`config.mk`:
```
export PLATFORM = sky130hd
export DESIGN_NAME = lcw_driver
export DESIGN_NICKNAME = d
export VERILOG_FILES = /design/src/common/lcw_pkg.sv /design/src/rtl/lcw_driver.sv
export SDC_FILE = /design/constraint.sdc
export NUM_CORES = 1
export LEC_CHECK = 0
export BUFFER_PORTS_ARGS = -buffer_cell sky130_fd_sc_hd__clkbuf_2
export CORE_UTILIZATION = 35
export DETAILED_ROUTE_END_ITERATION = 6
export HOLD_SLACK_MARGIN = 0.08
export SETUP_SLACK_MARGIN = 0.02
export SYNTH_ARGS = -nofsm -noshare
export SYNTH_HDL_FRONTEND = slang
export SYNTH_SLANG_ARGS = --single-unit
```
`constraint.sdc`:
```
create_clock -name clock -period 3.7 [get_ports clock]
set_input_delay 0.925 -clock clock [delete_from_list [all_inputs] [get_ports clock]]
set_output_delay 0.925 -clock clock [all_outputs]
set_load 0.02 [all_outputs]
```
`src/common/lcw_pkg.sv`:
```
package lcw_pkg;

   // ------------------------------------------------------------
   // Register map
   // ------------------------------------------------------------
   localparam logic [3:0] ADDR_CTRL   = 4'h0;  // display_control_reg
   localparam logic [3:0] ADDR_STATUS = 4'h1;  // Status, read only
   localparam logic [3:0] ADDR_MEM    = 4'h2;  // Display memory window
   localparam int         ADDR_W      = 4;
   localparam int         MEM_OFS_W   = 2;

   // ------------------------------------------------------------
   // Control field positions
   // ------------------------------------------------------------
   localparam int CTRL_EN_BIT   = 0;  // display_drive_enable
   localparam int CTRL_TYPE_BIT = 1;  // Waveform type B when set
   localparam int CTRL_BIAS_BIT = 2;  // bias_method_select, 1 = C type
   localparam int CTRL_SLP_BIT  = 3;  // Software sleep request
   localparam logic [3:0] CTRL_RESET = 4'h0;

   // ------------------------------------------------------------
   // Drive geometry and timing
   // ------------------------------------------------------------
   localparam int NUM_COM    = 4;   // One quarter duty
   localparam int SLOT_W     = 2;
   localparam int NUM_LEVELS = 4;   // One third bias levels
   localparam int LVL_W      = 2;
   localparam int DIV_DEF    = 1000; // Clocks per half time slot

   // Drive level codes: ground, then three bias levels rising to VA
   typedef enum logic [1:0]
   {
      LVL_GND = 2'h0,
      LVL_VC  = 2'h1,
      LVL_VB  = 2'h2,
      LVL_VA  = 2'h3
   } lcw_level_t;

   // Control bits as a bundle
   typedef struct packed
   {
      logic sleep;
      logic bias_c;
      logic type_b;
      logic enable;
   } lcw_ctrl_t;

endpackage : lcw_pkg

```
`src/rtl/lcw_driver.sv`:
```
// The register addresses and the Avalon-MM interface to the registers were decided locally.
`timescale 1ns/100ps
module lcw_driver
   import lcw_pkg::*;
#(
   parameter int NUM_SEG = 16,      // Segment lines
   parameter int DIV     = DIV_DEF  // Clocks per half slot
)
(
   input  wire logic                       clock,
   input  wire logic                       srst,
   input  wire logic [ADDR_W-1:0]          avs_address,
   input  wire logic                       avs_read,
   input  wire logic                       avs_write,
   input  wire logic [31:0]                avs_writedata,
   input  wire logic [3:0]                 avs_byteenable,
   output logic      [31:0]                avs_readdata,
   output logic                            avs_waitrequest,
   input  wire logic                       sleep_in,
   output logic      [NUM_COM*LVL_W-1:0]   com_level,
   output logic      [NUM_SEG*LVL_W-1:0]   seg_level,
   output logic                            charge_pump_on,
   output logic                            bias_c_type
);

   // ------------------------------------------------------------
   // Storage
   // ------------------------------------------------------------
   localparam int DIV_W = $clog2(DIV + 1);

   lcw_ctrl_t                 ctrl_r;        // Control register
   logic [NUM_SEG-1:0]        mem_r [NUM_COM]; // One word per common
   logic                      ack_r;         // Bus answer phase
   logic [31:0]               rdata_nxt;     // Read mux
   logic                      lcd_rst;       // Internal driver reset
   logic [DIV_W-1:0]          div_r;         // Half slot divider
   logic                      tick;          // Half slot enable
   logic                      half_r;        // Second half of slot
   logic [SLOT_W-1:0]         slot_r;        // Active common
   logic                      pol_r;         // Drive polarity
   logic                      acc;           // Bus access present

   // Memory window hit for word i, shared by write and read paths
   function automatic logic mem_sel(input logic [ADDR_W-1:0] a,
                                    input int               i);
      return a == ADDR_MEM + ADDR_W'(i);
   endfunction : mem_sel

   // ------------------------------------------------------------
   // Bus slave: one wait cycle, then answer
   // ------------------------------------------------------------
   assign acc = (avs_read | avs_write) & ~ack_r;

   // Answer a cycle after the request is seen
   always_ff @(posedge clock)
   begin
      if (srst)
         ack_r <= 1'b0;
      else
         ack_r <= acc;
   end

   // Waitrequest stays high until answer cycle
   always_ff @(posedge clock)
   begin
      if (srst)
         avs_waitrequest <= 1'b1;
      else
         avs_waitrequest <= ~acc;
   end

   // Control register writes, low byte lane, in the answer cycle
   // so the write lands on the edge the master sees waitrequest low
   always_ff @(posedge clock)
   begin
      if (srst)
         ctrl_r <= lcw_ctrl_t'(CTRL_RESET);
      else if (ack_r && avs_write && avs_byteenable[0]
               && avs_address == ADDR_CTRL)
      begin
         ctrl_r.enable <= avs_writedata[CTRL_EN_BIT];
         ctrl_r.type_b <= avs_writedata[CTRL_TYPE_BIT];
         ctrl_r.bias_c <= avs_writedata[CTRL_BIAS_BIT];
         ctrl_r.sleep  <= avs_writedata[CTRL_SLP_BIT];
      end
   end

   // Display memory writes; contents undefined until written
   always_ff @(posedge clock)
   begin
      for (int i = 0; i < NUM_COM; i++)
      begin
         if (ack_r && avs_write && mem_sel(avs_address, i))
            mem_r[i] <= avs_writedata[NUM_SEG-1:0];
      end
   end

   // Read data selection
   always_comb
   begin
      rdata_nxt = '0;
      case (avs_address)
         ADDR_CTRL:
            rdata_nxt = {28'h0, ctrl_r};
         ADDR_STATUS:
            rdata_nxt = {26'h0, pol_r, half_r, slot_r, lcd_rst,
                         charge_pump_on};
         default:
         begin
            // Memory window, unmapped reads as zero
            for (int i = 0; i < NUM_COM; i++)
            begin
               if (mem_sel(avs_address, i))
                  rdata_nxt[NUM_SEG-1:0] = mem_r[i];
            end
         end
      endcase
   end

   // Registered read data
   always_ff @(posedge clock)
   begin
      if (srst)
         avs_readdata <= '0;
      else if (acc && avs_read)
         avs_readdata <= rdata_nxt;
   end

   // ------------------------------------------------------------
   // Timing chain
   // ------------------------------------------------------------
   assign lcd_rst = ~ctrl_r.enable | ctrl_r.sleep | sleep_in;

   // Half slot divider
   always_ff @(posedge clock)
   begin
      if (srst || lcd_rst)
         div_r <= '0;
      else if (tick)
         div_r <= '0;
      else
         div_r <= div_r + DIV_W'(1);
   end
   assign tick = (div_r == DIV_W'(DIV - 1));

   // Slot sequencer; type A flips polarity inside each slot,
   // type B flips once per frame
   always_ff @(posedge clock)
   begin
      if (srst || lcd_rst)
      begin
         half_r <= 1'b0;
         slot_r <= '0;
         pol_r  <= 1'b0;
      end
      else if (tick)
      begin
         half_r <= ~half_r;
         if (half_r)
            slot_r <= slot_r + SLOT_W'(1);
         if (!ctrl_r.type_b)
            pol_r <= ~pol_r;
         else if (half_r && slot_r == SLOT_W'(NUM_COM - 1))
            pol_r <= ~pol_r;
      end
   end

   // ------------------------------------------------------------
   // Drive levels
   // ------------------------------------------------------------
   // Common: select at VA or ground, non-select at VC or VB
   always_ff @(posedge clock)
   begin
      for (int c = 0; c < NUM_COM; c++)
      begin
         if (srst || lcd_rst)
            com_level[c*LVL_W +: LVL_W] <= LVL_GND;
         else if (slot_r == SLOT_W'(c))
            com_level[c*LVL_W +: LVL_W] <=
               pol_r ? LVL_GND : LVL_VA;
         else
            com_level[c*LVL_W +: LVL_W] <= pol_r ? LVL_VB : LVL_VC;
      end
   end

   // Segment: on drives opposite full swing, off mid levels
   always_ff @(posedge clock)
   begin
      for (int s = 0; s < NUM_SEG; s++)
      begin
         if (srst || lcd_rst)
            seg_level[s*LVL_W +: LVL_W] <= LVL_GND;
         else if (mem_r[slot_r][s])
            seg_level[s*LVL_W +: LVL_W] <=
               pol_r ? LVL_VA : LVL_GND;
         else
            seg_level[s*LVL_W +: LVL_W] <= pol_r ? LVL_VC : LVL_VB;
      end
   end

   // Bias selection outputs
   always_ff @(posedge clock)
   begin
      if (srst)
      begin
         charge_pump_on <= 1'b0;
         bias_c_type    <= 1'b0;
      end
      else
      begin
         charge_pump_on <= ctrl_r.bias_c & ~lcd_rst;
         bias_c_type    <= ctrl_r.bias_c;
      end
   end

   // ------------------------------------------------------------
   // Assertions
   // ------------------------------------------------------------
   a_off_com_gnd: assert property (@(posedge clock) disable iff (srst)
      $past(lcd_rst) |-> com_level == '0)
      else $error("Commons not low while driver reset");
   a_off_seg_gnd: assert property (@(posedge clock) disable iff (srst)
      $past(lcd_rst) |-> seg_level == '0)
      else $error("Segments not low while driver reset");
   a_en_reset: assert property (@(posedge clock)
      $past(srst) |-> !ctrl_r.enable)
      else $error("Enable not cleared by reset");
   a_pump_bias: assert property (@(posedge clock) disable iff (srst)
      $past(!ctrl_r.bias_c) |-> !charge_pump_on)
      else $error("Charge pump on with resistor bias");
   a_type_a_flip: assert property (@(posedge clock) disable iff (srst)
      (tick && !lcd_rst && !ctrl_r.type_b) |=> pol_r != $past(pol_r))
      else $error("Type A polarity did not flip");
   a_type_b_hold: assert property (@(posedge clock) disable iff (srst)
      (tick && !lcd_rst && ctrl_r.type_b && !half_r) |=> $stable(pol_r))
      else $error("Type B polarity flipped early");
   a_slot_step: assert property (@(posedge clock) disable iff (srst)
      (tick && half_r && !lcd_rst)
      |=> slot_r == $past(slot_r) + SLOT_W'(1))
      else $error("Slot did not advance");
   a_ctrl_write: assert property (@(posedge clock) disable iff (srst)
      (ack_r && avs_write && avs_byteenable[0] && avs_address == ADDR_CTRL)
      |=> ctrl_r.type_b == $past(avs_writedata[CTRL_TYPE_BIT]))
      else $error("Type bit not written");
   a_sel_level: assert property (@(posedge clock) disable iff (srst)
      (!lcd_rst && !pol_r && slot_r == '0) |=>
      (lcd_rst || com_level[LVL_W-1:0] == LVL_VA))
      else $error("Selected common not at full level");

   c_type_b_frame: cover property (@(posedge clock) disable iff (srst)
      ctrl_r.type_b && tick && half_r && slot_r == SLOT_W'(NUM_COM - 1));
   c_pump_on: cover property (@(posedge clock) charge_pump_on);
   c_sleep_stop: cover property (@(posedge clock) disable iff (srst)
      ctrl_r.enable && sleep_in);

endmodule : lcw_driver

```
==> impl_metrics.csv <==
group,metric,value,unit
sta,worstMarginPinSlew,974,ps
cells_and_area,final_common_cell,"clkbuf_2",
clock_network,clock_latency,420,ps
clock_network,cts_resized,0,
clock_network,clockBufferDepth,2,
critical_path,r2r_start,"ctrl_r[0]",
drt,ant_nets,0,
clock_network,cts_buffers,17,
global_routing,met1_usage,20.7,%
placement,hpwl,8560,µm
cells_and_area,nFillCells,1465,
critical_path,critical_path_class,"input port to flop",
synth,synth_area_per_cell,12.5,µm²
critical_path,crit_slowest_cell,"or3b_2",
global_routing,grt_util_met2,27.9,%
run,drv_cap,0,
clock_network,ctsHoldBuffers,0,
global_routing,grt_use_met3,5.24,%
drt,via_count,3629,
sta,finalCritPeriodShare,70.4,%
sta,fmax,0.384,GHz
cells_and_area,final_cells,752,
drt,dr.pass1.iters,4,
global_routing,grt_first_pass_wirelength,20200,µm
critical_path,crit_arrival,2720,ps
drt,via_per_inst,4.83,
synth,synth_seq_cells,129,
floorplanning,core_area,15400,µm²
synth,async_flop_share,0,%
floorplanning,die_h,129,µm
sta,finalHoldViolations,0,
sta,slew_violations,0,
floorplanning,initial_core_util,36.4,%
placement,gp_congestion,0.724,
synth,syn_inst,450,
critical_path,crit_chain,"clkbuf_2 -> or3b_2 -> nor2_1 -> buf_4",
cells_and_area,drive_gt1_share,28.7,%
sta,skew,6.10,ps
clock_network,post_cts_buffers,0,
power,leakage,2.56,nW
cells_and_area,post-route-util,43.2,%
global_routing,antenna_found_initial,0,
clock_network,h-tree-depth,4,
critical_path,startpoint,"avs_address[1]",
sta,tns,0,ps
sta,slew_headroom,35.0,%
synth,yosysSeqAreaShare,57.4,%
global_routing,track_usage,16.8,%
floorplanning,std_cell_rows,45,
cells_and_area,multi_input_area,2040,µm²
status,outcome,"completed",
floorplanning,num_io_pins,120,
power,irDropWorstVdd,0.518,mV
sta,period_minus_slack,2610,ps
synth,ys_warn_count,0,
global_routing,grt_start_max_net_pins,36,
clock_network,cts_sinks,129,
critical_path,critPathRequiredTime,3820,ps
worst_hold_path,hold_class,"flop to flop",
clock_network,cts_root_buffer,"clkbuf_16",
drt,totalWireLength,12700,µm
synth,synthFlopType,"dfxtp_1",
drt,drc,0,
cells_and_area,layout_common_cells,"84 x clkbuf_2, 70 x nor2_1, 65 x dfxtp_1, 64 x edfxtp_1, 31 x mux2i_1",
drt,drtIter0Drc,214,
critical_path,end_kind,"flop",
sta,rsz0062_at_grt,"false",
floorplanning,dieArea,16500,µm²
worst_hold_path,hold_path.startpoint,"div_r[0]",
critical_path,cp_max_fo,14,
cells_and_area,nets,586,
synth,yosys.cell_types.count,45,
cells_and_area,seqCellArea,3220,µm²
floorplanning,die_w,129,µm
placement,place_inst,720,
clock_network,clkSlewWorstSetupHoldPaths,50,ps
synth,synth_edf_count,64,
power,cellPowerDensity,483,nW/µm²
global_routing,grt_pass1_vias,3664,
sta,setup_viol,0,
cells_and_area,diodes,0,
placement,portBuffers,84,
critical_path,start_kind,"input port",
synth,synthesis.area,5610,µm²
cells_and_area,syn_to_final_growth,18.8,%
drt,wl_per_cell,16.9,µm
critical_path,max_stage_delay,670,ps
clock_network,cts_tree,"yes",
global_routing,grt_busiest_layer,"met2",
global_routing,grt_overflow,0,
==> cell type report <==
| type | instances | share of cell area (%) |
|---|---|---|
| Tap cell | 211 | 3.96 |
| Timing Repair Buffer | 99 | 8.00 |
| Multi-Input combinational cell | 268 | 30.6 |
| Clock buffer | 18 | 6.59 |
| Sequential cell | 129 | 48.4 |
| Clock inverter | 14 | 1.73 |
| Inverter | 13 | 0.732 |
==> cells by family after synthesis <==
logic type | after synthesis | share of synthesized area, %
AO/OA/AOI/OAI | 42 | 5.08
buffers and inverters | 68 | 7.18
other | 1 | 0.0668
AND/OR/NAND/NOR | 121 | 10.3
XOR/XNOR | 26 | 4.06
multiplexers | 50 | 13.0
flip-flops | 129 | 57.4
adder cells (fa/ha/maj) | 13 | 2.90
==> flip-flops by register name, summed over array words and instances (netlist names), named ones only <==
name	flops
ack_r	1
avs_readdata	16
avs_waitrequest	1
bias_c_type	1
charge_pump_on	1
com_level	8
ctrl_r	4
div_r	10
half_r	1
mem_r	64
pol_r	1
seg_level	17
slot_r	2
==> synth_stat cells, types with 3 or more instances <==
cell / number / area share, %
nand3_1: 4 / 0.36
xnor2_1: 22 / 3.4
a311oi_1: 3 / 0.47
nor2_1: 70 / 4.7
a22oi_1: 8 / 1.1
mux4_2: 18 / 7.2
nand2_1: 8 / 0.54
clkbuf_1: 10 / 0.67
a21oi_1: 7 / 0.62
nor3b_1: 3 / 0.40
nor2b_1: 4 / 0.45
edfxtp_1: 64 / 34
nor3_1: 8 / 0.71
mux2i_1: 31 / 5.5
buf_2: 10 / 0.89
and2_1: 5 / 0.56
dfxtp_1: 65 / 23
nand2b_1: 4 / 0.45
o22ai_1: 9 / 1.0
xor2_1: 4 / 0.62
ha_1: 13 / 2.9
buf_4: 32 / 4.3
o21ai_0: 9 / 0.80
inv_1: 12 / 0.80
==> where the power goes <==
part	internal (mW)	switching (mW)	total [mW]
combinational	0.0469	0.0981	0.145
clock	0.934	0.619	1.55
sequential	1.51	0.00714	1.52
==> layer usage <==
| metal | wire [µm] | part of all wire (%) | vias up |
|---|---|---|---|
| met5 | 0 | 0 | - |
| met4 | 230 | 1.8 | 0 |
| met3 | 691 | 5.4 | 17 |
| met2 | 6120 | 48 | 126 |
| met1 | 5680 | 45 | 1778 |
| li1 | - | - | 1708 |
==> critical path: cells and delay by family <==
family | cells | cell delay (ps)
buffers and inverters | 2 | 570
and+or+nand+nor | 2 | 1220
==> final timing paths <==
| path | slack, ps | end | depth (start not counted) |
|---|---|---|---|
| worst max-delay path | 1090 | mem_r[0][15] | 4 |
| worst max register to register | 1840 | div_r[9] | 4 |
| worst min register to register | 440 | div_r[0] | 1 |
| worst min-delay path | 440 | div_r[0] | 1 |
==> stage by stage <==
stage | cell area (µm²) | total power [mW] | setup WS, ps | hold WS (ps)
final | 6660 | 3.22 | 1090 | 443
after global routing | 6660 | 3.32 | 986 | 484
after detailed placement | 6110 | 1.69 | 623 | 439
after global placement | 6110 | 1.69 | 627 | 427
after floorplan | 5670 | 1.65 | 883 | 418
after CTS | 6660 | 3.25 | 1070 | 450
Note: power is estimated with default switching activity, not from simulation.
